$ cat config.mk
export PLATFORM = sky130hd
export DESIGN_NAME = fsr_top
export DESIGN_NICKNAME = d
export VERILOG_FILES = /design/src/design/fsr_pkg.sv /design/src/design/fsr_hist_if.sv /design/src/design/fsr_top.sv /design/src/design/fsr_history.sv
export VERILOG_INCLUDE_DIRS = /design/src /design/src/design
export SDC_FILE = /design/constraint.sdc
export NUM_CORES = 1
export LEC_CHECK = 0
export BUFFER_PORTS_ARGS = -buffer_cell sky130_fd_sc_hd__buf_2
export CORE_AREA = 2 2 242 244
export DETAILED_ROUTE_END_ITERATION = 7
export DIE_AREA = 0 0 244 246
export GPL_ROUTABILITY_DRIVEN = 1
export PLACE_DENSITY_LB_ADDON = 0.1
export SYNTH_ARGS = -nofsm -noshare
export SYNTH_HDL_FRONTEND = slang
export SYNTH_SLANG_ARGS = --single-unit
$ cat constraint.sdc
create_clock -name core_clk -period 1.5 [get_ports core_clk]
set_input_delay 0.15 -clock core_clk [delete_from_list [all_inputs] [get_ports core_clk]]
set_output_delay 0.15 -clock core_clk [all_outputs]
set_load 0.01 [all_outputs]
$ cat src/design/fsr_regs.svh
// How it works
// RULE_01: store hour and minute per recorded fault
// RULE_02: capture output current, tenths, max 4000.0 A
// RULE_03: capture dc link volts, 0 to 2000
// RULE_04: capture motor speed rpm, 0 to 18000
// RULE_05: capture speed reference rpm, 0 to 18000
// RULE_06: capture output frequency, tenths, max 300.0 Hz
// RULE_07: capture motor volts, 0 to 2000
// RULE_08: eight inputs packed bits 0-7, input1 bit0
// RULE_09: input field bits above seven read zero
// RULE_10: five outputs bits 0-4, higher bits zero
// RULE_11: packed states read as four-digit hex word
// RULE_12: new fault shifts ten-deep code history
// RULE_13: fault at reset may leave snapshot invalid
// RULE_14: fields load together, writes are ignored
`ifndef FSR_REGS_SVH
`define FSR_REGS_SVH

// history depth
`define FSR_HIST_DEPTH 10
// parameter numbers of the history slots: code, day/month, year, time
`define FSR_IDX_HIST_BASE 7'd50
`define FSR_IDX_HIST_STEP 7'd4
`define FSR_IDX_TIME_OFS 7'd3
// parameter numbers of the snapshot fields
`define FSR_IDX_CURRENT 7'd90
`define FSR_IDX_DCLINK 7'd91
`define FSR_IDX_SPEED 7'd92
`define FSR_IDX_SPEEDREF 7'd93
`define FSR_IDX_FREQ 7'd94
`define FSR_IDX_MOTVOLT 7'd95
`define FSR_IDX_INSTATES 7'd96
`define FSR_IDX_OUTSTATES 7'd97
// range limits in raw units
`define FSR_MAX_HOUR 16'h0017
`define FSR_MAX_MIN 16'h003b
`define FSR_MAX_CURRENT 16'h9c40
`define FSR_MAX_VOLT 16'h07d0
`define FSR_MAX_RPM 16'h4650
`define FSR_MAX_FREQ 16'h0bb8
`define FSR_MAX_CODE 16'h03e7
// field widths of the packed state words
`define FSR_NUM_DIN 8
`define FSR_NUM_DOUT 5
// reset values
`define FSR_RST_WORD 16'h0000
// settle count end value; captures count as valid from the fourth edge after reset release
`define FSR_SETTLE_CYC 2'h2

`endif

$ cat src/design/fsr_pkg.sv
`default_nettype none
package fsr_pkg;

	typedef logic [15:0] fsr_word_type; // one parameter value
	typedef logic [9:0] fsr_code_type; // fault code 0..999
	typedef logic [4:0] fsr_hour_type; // 0..23
	typedef logic [5:0] fsr_min_type; // 0..59
	typedef fsr_code_type [9:0] fsr_code_arr_type; // history codes, slot 0 newest
	typedef fsr_hour_type [9:0] fsr_hour_arr_type; // history hours
	typedef fsr_min_type [9:0] fsr_min_arr_type; // history minutes

	// capture sequencer, gray along settle -> armed -> load
	typedef enum logic [1:0]
	{
		FSR_ST_SETTLE = 2'b00,
		FSR_ST_ARMED = 2'b01,
		FSR_ST_LOAD = 2'b11
	} fsr_state_type;

endpackage
`default_nettype wire

$ cat src/design/fsr_hist_if.sv
`timescale 1ns/1ps
`default_nettype none
// carries the push request and the history contents between top and history
interface fsr_hist_if;
	logic push; // one-cycle push of a new fault
	fsr_pkg::fsr_code_type code; // new fault code
	fsr_pkg::fsr_hour_type hour; // new fault hour
	fsr_pkg::fsr_min_type minute; // new fault minute
	fsr_pkg::fsr_code_arr_type codes; // stored codes
	fsr_pkg::fsr_hour_arr_type hours; // stored hours
	fsr_pkg::fsr_min_arr_type minutes; // stored minutes

	modport ctrl (output push, output code, output hour, output minute, input codes, input hours, input minutes);
	modport store (input push, input code, input hour, input minute, output codes, output hours, output minutes);
endinterface
`default_nettype wire

$ cat src/design/fsr_top.sv
`timescale 1ns/1ps
`default_nettype none
`include "fsr_regs.svh"
// fault snapshot recorder: latches drive values on each fault outside the settle window
module fsr_top
(
	input wire logic core_clk, // 250 mhz system clock
	input wire logic rst_n, // async reset, active low
	input wire logic faultEvt, // one-cycle pulse, a new fault
	input wire logic [9:0] faultCode, // code of the new fault
	input wire logic [4:0] timeHour, // live time of day, hours
	input wire logic [5:0] timeMin, // live time of day, minutes
	input wire logic [15:0] liveCurrent, // output current, 0.1 a units
	input wire logic [15:0] liveDcLink, // dc link volts
	input wire logic [15:0] liveSpeed, // motor speed rpm
	input wire logic [15:0] liveSpeedRef, // speed reference rpm
	input wire logic [15:0] liveFreq, // output frequency, 0.1 hz units
	input wire logic [15:0] liveMotVolt, // motor volts
	input wire logic [7:0] digitalInputN, // live digital inputs, bit0 = input 1
	input wire logic [4:0] digitalOutputN, // live digital outputs, bit0 = output 1
	input wire logic [6:0] rdIdx, // parameter number to read
	input wire logic wrEn, // write attempt strobe
	input wire logic [6:0] wrIdx, // parameter number of the write
	output logic [15:0] rdData, // registered read value
	output logic wrRefused, // pulse, a write to a snapshot or history field was dropped
	output logic snapValid, // snapshot taken outside the reset window
	output logic [15:0] snapCurrent, // captured current
	output logic [15:0] snapDcLink, // captured dc link
	output logic [15:0] snapSpeed, // captured speed
	output logic [15:0] snapSpeedRef, // captured reference
	output logic [15:0] snapFreq, // captured frequency
	output logic [15:0] snapMotVolt, // captured motor voltage
	output logic [15:0] faultInputStates, // captured inputs word
	output logic [15:0] faultOutputStates, // captured outputs word
	output fsr_pkg::fsr_code_type lastFaultCode // newest history code
);

	////////////////////////////////////////////////////////////////////////////////
	// helpers

	// clamp a raw value to its documented range
	function automatic logic [15:0] satWord(input logic [15:0] v, input logic [15:0] lim);
		satWord = (v > lim) ? lim : v;
	endfunction

	// is the index one of the snapshot or history parameters
	function automatic logic isOwnIdx(input logic [6:0] idx);
		isOwnIdx = (idx >= `FSR_IDX_HIST_BASE) && (idx <= `FSR_IDX_OUTSTATES);
	endfunction

	////////////////////////////////////////////////////////////////////////////////
	// declarations
	fsr_pkg::fsr_state_type state_r; // capture sequencer
	fsr_pkg::fsr_state_type state_nxt; // its next value
	logic [1:0] settleCnt_r; // cycles since reset release
	logic capture; // load strobe for all snapshot fields
	logic [15:0] rdData_nxt; // read mux result
	logic [6:0] rel; // read index relative to history base
	logic [3:0] slot; // history slot addressed
	logic [15:0] hourSat; // clamped hour
	logic [15:0] minSat; // clamped minute
	logic [15:0] codeSat; // clamped code
	fsr_hist_if hist(); // link to the history store

	assign capture = faultEvt && (state_r != fsr_pkg::FSR_ST_SETTLE); // RULE_14
	assign hourSat = satWord({11'h000, timeHour}, `FSR_MAX_HOUR);
	assign minSat = satWord({10'h000, timeMin}, `FSR_MAX_MIN);
	assign codeSat = satWord({6'h00, faultCode}, `FSR_MAX_CODE);

	////////////////////////////////////////////////////////////////////////////////
	// history store, pushed on every fault including one during settling
	assign hist.push = faultEvt; // RULE_12
	assign hist.code = codeSat[9:0];
	assign hist.hour = hourSat[4:0]; // RULE_01
	assign hist.minute = minSat[5:0]; // RULE_01

	fsr_history uHistory
	(
		.core_clk(core_clk),
		.rst_n(rst_n),
		.hist(hist)
	);

	////////////////////////////////////////////////////////////////////////////////
	// settle counter: live values right after reset are not trusted
	always_ff @(posedge core_clk or negedge rst_n)
	begin
		if (!rst_n)
			settleCnt_r <= 2'h0;
		else if (settleCnt_r != `FSR_SETTLE_CYC)
			settleCnt_r <= settleCnt_r + 2'h1; // RULE_13
	end

	////////////////////////////////////////////////////////////////////////////////
	// sequencer next state
	always_comb
	begin
		state_nxt = state_r;
		unique case (state_r)
			fsr_pkg::FSR_ST_SETTLE:
			begin
				// a fault here still goes into history, but not the snapshot
				if (settleCnt_r == `FSR_SETTLE_CYC)
					state_nxt = fsr_pkg::FSR_ST_ARMED; // RULE_13
			end
			fsr_pkg::FSR_ST_ARMED:
			begin
				if (faultEvt)
					state_nxt = fsr_pkg::FSR_ST_LOAD;
			end
			fsr_pkg::FSR_ST_LOAD:
			begin
				// back-to-back faults stay here and keep loading
				if (!faultEvt)
					state_nxt = fsr_pkg::FSR_ST_ARMED;
			end
			default:
				state_nxt = fsr_pkg::FSR_ST_SETTLE;
		endcase
	end

	// sequencer register
	always_ff @(posedge core_clk or negedge rst_n)
	begin
		if (!rst_n)
			state_r <= fsr_pkg::FSR_ST_SETTLE;
		else
			state_r <= state_nxt;
	end

	////////////////////////////////////////////////////////////////////////////////
	// validity: a fault inside the settle window marks the snapshot invalid
	always_ff @(posedge core_clk or negedge rst_n)
	begin
		if (!rst_n)
			snapValid <= 1'b0;
		else if (faultEvt)
			snapValid <= (state_r != fsr_pkg::FSR_ST_SETTLE); // RULE_13
	end

	////////////////////////////////////////////////////////////////////////////////
	// analog snapshot: all fields on the same edge so they never mix faults
	always_ff @(posedge core_clk or negedge rst_n)
	begin
		if (!rst_n)
		begin
			snapCurrent <= `FSR_RST_WORD;
			snapDcLink <= `FSR_RST_WORD;
			snapSpeed <= `FSR_RST_WORD;
			snapSpeedRef <= `FSR_RST_WORD;
			snapFreq <= `FSR_RST_WORD;
			snapMotVolt <= `FSR_RST_WORD;
		end
		else if (capture) // RULE_14
		begin
			snapCurrent <= satWord(liveCurrent, `FSR_MAX_CURRENT); // RULE_02
			snapDcLink <= satWord(liveDcLink, `FSR_MAX_VOLT); // RULE_03
			snapSpeed <= satWord(liveSpeed, `FSR_MAX_RPM); // RULE_04
			snapSpeedRef <= satWord(liveSpeedRef, `FSR_MAX_RPM); // RULE_05
			snapFreq <= satWord(liveFreq, `FSR_MAX_FREQ); // RULE_06
			snapMotVolt <= satWord(liveMotVolt, `FSR_MAX_VOLT); // RULE_07
		end
	end

	////////////////////////////////////////////////////////////////////////////////
	// packed pin states; unused upper bits are forced low by construction
	always_ff @(posedge core_clk or negedge rst_n)
	begin
		if (!rst_n)
		begin
			faultInputStates <= `FSR_RST_WORD;
			faultOutputStates <= `FSR_RST_WORD;
		end
		else if (capture) // RULE_14
		begin
			faultInputStates <= {8'h00, digitalInputN}; // RULE_08 RULE_09 RULE_11
			faultOutputStates <= {11'h000, digitalOutputN}; // RULE_10 RULE_11
		end
	end

	////////////////////////////////////////////////////////////////////////////////
	// newest code mirrored to a port register
	always_ff @(posedge core_clk or negedge rst_n)
	begin
		if (!rst_n)
			lastFaultCode <= 10'h000;
		else if (faultEvt)
			lastFaultCode <= codeSat[9:0]; // RULE_12
	end

	////////////////////////////////////////////////////////////////////////////////
	// read mux: history slots every four numbers, then the snapshot fields
	always_comb
	begin
		rel = rdIdx - `FSR_IDX_HIST_BASE;
		slot = rel[5:2];
		rdData_nxt = 16'h0000;
		if (rdIdx == `FSR_IDX_CURRENT)
			rdData_nxt = snapCurrent;
		else if (rdIdx == `FSR_IDX_DCLINK)
			rdData_nxt = snapDcLink;
		else if (rdIdx == `FSR_IDX_SPEED)
			rdData_nxt = snapSpeed;
		else if (rdIdx == `FSR_IDX_SPEEDREF)
			rdData_nxt = snapSpeedRef;
		else if (rdIdx == `FSR_IDX_FREQ)
			rdData_nxt = snapFreq;
		else if (rdIdx == `FSR_IDX_MOTVOLT)
			rdData_nxt = snapMotVolt;
		else if (rdIdx == `FSR_IDX_INSTATES)
			rdData_nxt = faultInputStates; // RULE_11
		else if (rdIdx == `FSR_IDX_OUTSTATES)
			rdData_nxt = faultOutputStates; // RULE_11
		else if (isOwnIdx(rdIdx) && (slot < 4'(`FSR_HIST_DEPTH)))
		begin
			// date fields have no source here and read zero
			if (rel[1:0] == 2'b00)
				rdData_nxt = {6'h00, hist.codes[slot]};
			else if (rel[1:0] == 2'(`FSR_IDX_TIME_OFS))
				rdData_nxt = {3'h0, hist.hours[slot], 2'h0, hist.minutes[slot]}; // RULE_01
		end
	end

	// registered read data; unmapped numbers read zero
	always_ff @(posedge core_clk or negedge rst_n)
	begin
		if (!rst_n)
			rdData <= `FSR_RST_WORD;
		else
			rdData <= rdData_nxt;
	end

	////////////////////////////////////////////////////////////////////////////////
	// all recorder fields are read-only: a write only raises the refused pulse
	always_ff @(posedge core_clk or negedge rst_n)
	begin
		if (!rst_n)
			wrRefused <= 1'b0;
		else
			wrRefused <= wrEn && isOwnIdx(wrIdx); // RULE_14
	end

endmodule
`default_nettype wire

$ cat src/design/fsr_history.sv
`timescale 1ns/1ps
`default_nettype none
`include "fsr_regs.svh"
// ten-deep fault history, slot 0 holds the newest fault
module fsr_history
(
	input wire logic core_clk, // system clock
	input wire logic rst_n, // async reset, active low
	fsr_hist_if.store hist // push in, contents out
);

	////////////////////////////////////////////////////////////////////////////////
	// code shift: oldest slot falls off the end
	always_ff @(posedge core_clk or negedge rst_n)
	begin
		if (!rst_n)
			hist.codes <= '0;
		else if (hist.push)
		begin
			for (int i = `FSR_HIST_DEPTH - 1; i > 0; i--)
				hist.codes[i] <= hist.codes[i-1]; // RULE_12
			hist.codes[0] <= hist.code; // RULE_12
		end
	end

	////////////////////////////////////////////////////////////////////////////////
	// time of day moves with its code so each slot stays consistent
	always_ff @(posedge core_clk or negedge rst_n)
	begin
		if (!rst_n)
		begin
			hist.hours <= '0;
			hist.minutes <= '0;
		end
		else if (hist.push)
		begin
			for (int i = `FSR_HIST_DEPTH - 1; i > 0; i--)
			begin
				hist.hours[i] <= hist.hours[i-1]; // RULE_01
				hist.minutes[i] <= hist.minutes[i-1]; // RULE_01
			end
			hist.hours[0] <= hist.hour; // RULE_01
			hist.minutes[0] <= hist.minute; // RULE_01
		end
	end

endmodule
`default_nettype wire

==> results.cfg, run 1 <==
[cts]
clk_pin_slew_worst_paths_ps = 60
root_buffer = clkbuf_16
tritoncts = done
cts.htree.levels = 2
clock-sinks = 341
clock_latency_ps = 560
cts_max_path_buffers = 3
cts-buffers-inserted = 43

[synthesis]
synth_cell_types = 78
synth_top_cell_area_share = 0.515
synthCells = 1396
synth_edf_count = 0
synthXorXnorAreaFrac = 0.00544
synth-async-reset-ratio = 1.00
yosys.area_share.simple = 0.0946
yosysWarnings = 0
synth.most_common_cell = dfrtp_1
yosysTopAreaCell = dfrtp_1
ys_seq_area_frac = 0.515
ys.flop_type = dfrtp_1
muxShareOfSynthArea = 0.212
synth_top_family_by_area = multiplexers
synth_fa_ha_area_frac = 0.00227
synth_commonest_cells = 341 x dfrtp_1, 204 x mux2_2, 118 x nand2_1
synth.area.top_cells = dfrtp_1 52%, mux2_2 14%, mux4_2 5.0%
syn-mean-instance-area_um2 = 11.9
synth_area_um2 = 16600
synth-compound-area-share = 0.125
synth_seq_cells = 341

[die]
coreArea_um2 = 57400
design.portCount = 304
die_w_um = 244
die_area_um2 = 60000
start_util = 0.289
std_cell_rows = 88
fp.dieH_um = 246

[worst_setup_path]
worstPathRequired_ps = 1930
crit_path_start_kind = flip-flop
path_cells = mux4_2 -> mux2_4 -> a221oi_2 -> o32ai_1
cp.arrival_ps = 2120
end_kind = flip-flop
worst-setup-path-type = flip-flop to flip-flop
cpPeakStageDelay_ps = 480
slowest_stage = mux4_2
cp_max_fo = 3

[cells_and_area]
drive_gt1_frac = 0.490
diodes = 0
nets = 2287
fillers = 5469
utilization = 0.435
area.growth.synth_to_final_pct = 50.9
final_cell_area_um2 = 25000

[sta]
worstMarginPinSlew_ps = 571
timing.final.hold_violations = 0
slew_violations = 0
relSlewSlack = 0.616
post-route-period-util = 1.13
max_freq_mhz = 589
layout_setup_ws_ps = -197
final-setup-viol-count = 14
rsz0062_at_grt = true
skew_ps = 14.8
fin_crit_ps = 1700

[grt]
grt_usage = 0.206
grt_pass1_vias = 15000
grt_pass1_wl_um = 94400
grt_max_degree = 56
grt_antenna_before_repair = 3
gr-total-overflow = 0

[detailed_routing]
viasPerCell = 4.89
dr.pass1.iters = 6
wl_um = 62600
drtAntennaViolNets = 0
drc = 0
routedWlPerCell_um = 21.4
drt_iter0_drc = 789
route.vias.total = 14300

[run]
drv_cap = 0

[power_and_ir_drop]
powerDensity_nw_per_um2 = 1190
comb_power_share = 0.243
switching_share = 0.282
p_seq_frac = 0.418
p_clk_frac = 0.338
power.internal_uw = 21400
switchingPower_uw = 8410
ir_worst_vdd_v = 0.000694
p_leak_uw = 0.0114

[run_status]
status = finished, violations left
violations = setup timing

[worst_hold_path]
min_path_type = primary input to flip-flop

[place]
gp_congestion = 0.860
portBuffers = 283
hpwl_um = 47500
placed_area_um2 = 21500
final timing paths:
check	startpoint	end	slack (ps)	depth (start not counted)
worst max-delay path	uHistory.hist.codes[14]	rdData[4]	-200	4
worst min-delay path	liveDcLink[15]	snapDcLink[6]	40	4
worst max register to register	uHistory.hist.codes[14]	rdData[4]	-200	4
worst min register to register	settleCnt_r[0]	settleCnt_r[0]	480	1
max in group asynchronous	rst_n	snapCurrent[14]	630	3
min in group asynchronous	rst_n	rdData[5]	100	2
per-stage QoR:
stage | setup TNS (ps) | hold WS [ps] | power [uW] | std cells | worst slack, ps
3_5_place_dp | -22000 | 80.4 | 19300 | 2701 | -1180
3_3_place_gp | -21730 | 83.1 | 19100 | 2701 | -1160
2_1_floorplan | -9760 | -146 | 15800 | 1414 | -903
4_1_cts | -1270 | 1.15 | 30100 | 2925 | -194
5_1_grt | -2600 | 64.8 | 31400 | 2929 | -241
6_report | -1460 | 38.9 | 29800 | 2929 | -197
layout by cell type (no fill, tap or decap), types with 19 or more instances in the layout:
| cell | synthesis | layout |
|---|---|---|
| buf_4 | 33 | 340 |
| dfrtp_1 | 341 | 337 |
| buf_2 | 9 | 274 |
| mux2_2 | 204 | 197 |
| dlygate4sd3_1 | 0 | 130 |
| nand2_1 | 118 | 117 |
| nor2_1 | 64 | 59 |
| a21oi_1 | 56 | 53 |
| o21ai_0 | 49 | 44 |
| a22o_1 | 44 | 44 |
| clkbuf_16 | 0 | 43 |
| mux4_2 | 37 | 37 |
| mux2i_1 | 35 | 34 |
| inv_1 | 34 | 31 |
| buf_12 | 0 | 31 |
| o22a_1 | 22 | 22 |
| and2_1 | 21 | 20 |
| conb_1 | 1 | 19 |
power groups by stage:
stage               clock [uW]  sequential (uW)  combinational (uW)
global placement             0            12600                6530
detailed placement           0            12600                6630
floorplan                    0            12100                3660
CTS                      10400            12500                7230
global route             10800            12700                7860
finish                   10100            12500                7250
critical path, delay by kind of cell (launching register included):
family             cells  cell delay [ps]
muxes                  2              750
DFF                    1              460
AOI/OAI and AO/OA      2              350
final cells by class:
type	instances	area (um2)	share of cell area
Inverter	35	149	0.00596
Timing Repair Buffer	796	6120	0.245
Multi-Input combinational cell	919	7850	0.314
Tap cell	765	957	0.0383
Clock inverter	14	136	0.00546
Clock buffer	59	1230	0.0491
Sequential cell	341	8540	0.342
logic make-up after synthesis:
kind of cell,Yosys count
and+or+nand+nor,320
DFF,341
other,1
adders and majority gates,3
xor gates and xnor gates,6
buffers and inverters,154
AOI/OAI and AO/OA,294
muxes,277
sequential cells by signal, indices dropped and copies added, names as in the netlist, 5 cells and up:
register	count
snapCurrent	16
faultInputStates	8
faultOutputStates	5
snapFreq	16
uHistory.hist.codes	100
rdData	16
snapSpeed	16
snapSpeedRef	16
uHistory.hist.minutes	60
uHistory.hist.hours	50
snapMotVolt	16
snapDcLink	16
timing repair:
item	CTS	global route
buffers inserted	20	7
gates cloned	2	0
hold buffers	130	0
gates resized for setup	88	36
hold endpoints to repair	457	0
pin swaps	26	22
endpoints found under the setup margin	21	68
layer usage:
metal  global-route usage  up-vias  wire (um)
li1                     -     6638          -
met1                0.271     7234      27800
met2                0.354      359      30600
met3               0.0337       91       2920
met4               0.0506        2       1300
met5                    0        -         13
No activity file was read; power rests on OpenSTA's default activity.
==> run 2, diff against run 1 <==
- BUFFER_PORTS_ARGS: -buffer_cell sky130_fd_sc_hd__buf_2 -> default
- DONT_BUFFER_PORTS: default -> 1
==> results.cfg, run 2 (synthesis gave the netlist of run 1 again) <==
[sta]
fin_crit_ps = 1690
skew_ps = 22.6
slew_violations = 0
final-setup-viol-count = 9
worstMarginPinSlew_ps = 905
post-route-period-util = 1.13
layout_setup_ws_ps = -192
whs_ps = -690
timing.final.hold_violations = 341
max_freq_mhz = 591
rsz0062_at_grt = true
relSlewSlack = 0.390

[die]
start_util = 0.289
design.portCount = 304
coreArea_um2 = 57400
die_area_um2 = 60000
std_cell_rows = 88
fp.dieH_um = 246
die_w_um = 244

[place]
hpwl_um = 42800
gp_congestion = 0.859
portBuffers = 0
dpl.cell_count = 2354

[detailed_routing]
drc = 0
routedWlPerCell_um = 23.0
viasPerCell = 4.98
wl_um = 62900
drt_iter0_drc = 778
route.vias.total = 13600
drtAntennaViolNets = 0
dr.pass1.iters = 5

[power_and_ir_drop]
p_leak_uw = 0.0104
switchingPower_uw = 8280
powerDensity_nw_per_um2 = 1280
power.internal_uw = 22700
ir_worst_vdd_v = 0.000769
comb_power_share = 0.259
p_total_uw = 31000
p_clk_frac = 0.338
switching_share = 0.267
p_seq_frac = 0.403

[grt]
grt_pass1_vias = 14700
grt_pass1_wl_um = 94400
grt_usage = 0.207
grt_antenna_before_repair = 0
gr-total-overflow = 0
grt_max_degree = 342

[run_status]
violations = hold timing, setup timing
status = finished, violations left

[cts]
cts.htree.levels = 2
root_buffer = clkbuf_16
tritoncts = done
clock-sinks = 341
clock_latency_ps = 580
cts-buffers-inserted = 43
clk_pin_slew_worst_paths_ps = 60
cts_max_path_buffers = 3

[cells_and_area]
area.growth.synth_to_final_pct = 46.6
regMostFlops = uHistory.hist.codes
drive_gt1_frac = 0.355
final_cell_mix = 341 x dfrtp_1, 289 x buf_4, 282 x dlygate4sd3_1, 202 x mux2_2, 117 x nand2_1
utilization = 0.423
final_cells = 2737
layout_commonest_cell = dfrtp_1
nets = 2089
largest_register_ffs = 100
fillers = 5478
reg_top3 = uHistory.hist.codes (100), uHistory.hist.minutes (60), uHistory.hist.hours (50)

[run]
drv_cap = 0

[worst_setup_path]
cp_max_fo = 4
worstPathRequired_ps = 1940
crit_path_start_kind = flip-flop
end_kind = flip-flop
worst-setup-path-type = flip-flop to flip-flop
cp.arrival_ps = 2130

[worst_hold_path]
min_path_type = primary input to asynchronous set/reset pin
run 2: final cells by class:
type | instances | area (um2) | area share
diodes | 2 | 5.00 | 0.000206
clock buffers | 64 | 1300 | 0.0535
clock inverters | 13 | 124 | 0.00510
inverters | 35 | 144 | 0.00593
multi-input cells | 919 | 7760 | 0.320
flip-flops and latches | 341 | 8530 | 0.352
well taps | 765 | 957 | 0.0394
repair buffers | 598 | 5440 | 0.224
run 2: metal layers:
| layer | GRT usage | up-vias | share of wire |
|---|---|---|---|
| met3 | 0.0474 | 92 | 0.060 |
| met4 | 0.0556 | 0 | 0.024 |
| met2 | 0.348 | 368 | 0.48 |
| li1 | - | 6235 | - |
| met5 | 0 | - | 0 |
| met1 | 0.268 | 6923 | 0.43 |
run 2: repair_timing:
action | CTS | global route
buffers inserted | 10 | 9
resized for setup | 44 | 41
pin swaps | 23 | 21
hold buffers | 302 | 2
setup endpoints to repair | 36 | 52
endpoints found under the hold margin | 657 | 357
run 2: path summary, 6_finish.rpt:
kind / from / endpoint / slack [ps] / cells after the start
worst max-delay path: uHistory.hist.minutes[32] / rdData[2] / -190 / 4
worst min-delay path: rst_n / snapCurrent[3] / -690 / 0
worst max register to register: uHistory.hist.minutes[32] / rdData[2] / -190 / 4
worst min register to register: settleCnt_r[0] / settleCnt_r[0] / 480 / 1
max in group asynchronous: rst_n / uHistory.hist.hours[8] / 1630 / 0
min in group core_clk: rdIdx[0] / rdData[12] / 30 / 3
run 2: worst max-delay path: stages, from the launching register on:
cell	delay, ps
dfrtp_1	410
mux4_2	460
mux2_2	290
a221oi_2	280
o32ai_1	120
run 2: power groups by stage:
stage | sequential (uW) | clock (uW) | combinational (uW)
floorplan | 12100 | 0 | 3660
global placement | 12700 | 0 | 5360
detailed placement | 12700 | 0 | 5480
CTS | 12500 | 10800 | 7960
global route | 12800 | 11200 | 8690
finish | 12500 | 10500 | 8020
run 2: per-stage QoR:
stage	worst slack, ps	setup TNS [ps]	cell area [um2]	hold slack, ps
floorplan	-903	-9760	16800	-146
global placement	-754	-15140	19400	-112
detailed placement	-786	-16050	19400	-111
CTS	-182	-1120	24200	-726
global route	-228	-1300	24300	-728
finish	-192	-839	24300	-690
==> run 3, diff against run 2 <==
- BUFFER_PORTS_ARGS: default -> -buffer_cell sky130_fd_sc_hd__buf_2
- DONT_BUFFER_PORTS: 1 -> default
- clock period: 1.5 -> 1.9 ns (I/O delays scaled with it)
==> results.cfg, run 3 (synthesis gave the netlist of run 1 again) <==
[sta]
skew_ps = 26.9
post-route-period-util = 0.968
max_freq_mhz = 544
rsz0062_at_grt = false
slew_violations = 0
relSlewSlack = 0.386
fin_crit_ps = 1840
timing.final.hold_violations = 0
layout_setup_ws_ps = 60.5
worstMarginPinSlew_ps = 911
final-setup-viol-count = 0
fin_setup_tns_ps = 0

[grt]
gr-total-overflow = 0
grt_pass1_wl_um = 90900
grt_usage = 0.199
grt_pass1_vias = 14200
grt_max_degree = 77
grt_antenna_before_repair = 2

[cells_and_area]
drive_gt1_frac = 0.416
nets = 2108
final_cell_mix = 340 x dfrtp_1, 281 x buf_2, 204 x mux2_2, 187 x buf_4, 126 x dlygate4sd3_1
fillers = 5601
largest_register_ffs = 100
reg_top3 = uHistory.hist.codes (100), uHistory.hist.minutes (60), uHistory.hist.hours (50)
area.growth.synth_to_final_pct = 39.0
layout_commonest_cell = dfrtp_1
regMostFlops = uHistory.hist.codes

[detailed_routing]
drt_iter0_drc = 787
route.vias.total = 13600
viasPerCell = 4.92
wl_um = 60400
routedWlPerCell_um = 21.9
drtAntennaViolNets = 0
drc = 0
dr.pass1.iters = 5

[cts]
clock-sinks = 341
clock_latency_ps = 570
tritoncts = done
cts-buffers-inserted = 42
root_buffer = clkbuf_16
cts.htree.levels = 2
cts_max_path_buffers = 3
clk_pin_slew_worst_paths_ps = 60
cts_setup_buffers = 0

[worst_hold_path]
min_path_type = primary input to flip-flop
hold-path-cell-count = 5
worst_hold_path.endpoint = snapFreq[11]
holdCritStartpoint = liveFreq[12]

[worst_setup_path]
crit_path_start_kind = flip-flop
cp_num_buf_inv = 1
slowest_stage = dfrtp_1
reg2reg_depth = 6
path_cells = mux2_2 -> a21oi_4 -> o41ai_1 -> a221oi_2 -> buf_4 -> o31ai_1
worstPathRequired_ps = 2340
end_kind = flip-flop
r2r-end = rdData[10]
worst-setup-path-type = flip-flop to flip-flop
path_delay_family = compound AO/OA/AOI/OAI gates
r2r_slack_ps = 60
cp.arrival_ps = 2280
regToRegStartpoint = snapDcLink[10]
cpPeakStageDelay_ps = 410
cp_max_fo = 2

[power_and_ir_drop]
p_leak_uw = 0.0103
powerDensity_nw_per_um2 = 979
p_total_uw = 22500
ir_worst_vdd_v = 0.000612

[place]
portBuffers = 283
gp_congestion = 0.873
pre_cts_ws_ps = -782
hpwl_um = 45800

[die]
start_util = 0.289
std_cell_rows = 88
die_w_um = 244
coreArea_um2 = 57400
fp.dieH_um = 246
design.portCount = 304
die_area_um2 = 60000

[run]
drv_cap = 0

[run_status]
status = complete, no violations
## run 3: changes by cell type in the layout (fill, tap and decap cells not counted), sizes merged
| cell | previous run | this run |
|---|---|---|
| clkinvlp | 2 | 1 |
| clkbuf | 64 | 68 |
| bufinv | 2 | 0 |
| buf | 312 | 491 |
| clkinv | 10 | 7 |
| dlymetal6s4s | 4 | 0 |
| dlygate4sd3 | 282 | 126 |
| diode | 2 | 1 |
## run 3: per-layer routing
metal / track usage / vias to the layer above / share of wire
li1: - / 6270 / -
met1: 0.266 / 6868 / 0.45
met2: 0.338 / 344 / 0.49
met3: 0.0355 / 74 / 0.047
met4: 0.0414 / 2 / 0.016
met5: 0 / - / 0.00022
## run 3: worst register-to-register path, delay by kind of cell (launching register included)
| kind | cells | cell delay [ps] |
|---|---|---|
| multiplexers | 1 | 320 |
| buffers and inverters | 1 | 190 |
| AO/OA/AOI/OAI | 4 | 800 |
| flip-flops | 1 | 410 |
## run 3: cell type report
class | count | area (um2) | area share
antenna | 1 | 2.50 | 0.000109
inverter | 35 | 144 | 0.00626
clock buffer | 67 | 1320 | 0.0573
multi-input combinational | 919 | 7480 | 0.325
timing repair buffer | 618 | 4530 | 0.197
sequential | 341 | 8530 | 0.371
clock inverter | 7 | 37.5 | 0.00163
tap | 765 | 957 | 0.0416
## run 3: timing repair
action	CTS	global route
pin swaps	0	0
hold endpoints to repair	456	0
gates resized for setup	4	8
endpoints found under the setup margin	2	8
hold buffers	126	0
## run 3: worst max path at each step
stage,end,start,cells past startpoint,slack [ps]
6_report,rdData[10],snapDcLink[10],6,60
5_1_grt,rdData[9],rdIdx[1],9,9
4_1_cts,rdData[10],snapDcLink[10],6,-20
3_5_place_dp,rdData[10],rdIdx[1],8,-780
3_3_place_gp,rdData[10],rdIdx[1],8,-870
2_1_floorplan,rdData[12],rdIdx[2],10,-540
## run 3: power breakdown
part           total, uW  switching (uW)  internal, uW
combinational       4720            2010          2700
clock               7900            3170          4730
sequential          9900            1180          8720
## run 3: through the flow
stage / hold slack, ps / cells / cell area, um2 / util
2_1_floorplan: -106 / 1414 / 16800 / -
3_3_place_gp: 109 / 2552 / 20300 / 0.354
3_5_place_dp: 108 / 2552 / 20300 / 0.354
4_1_cts: 4.43 / 2752 / 23000 / 0.400
5_1_grt: 64.9 / 2752 / 23000 / 0.401
6_report: 32.4 / 2753 / 23000 / 0.401
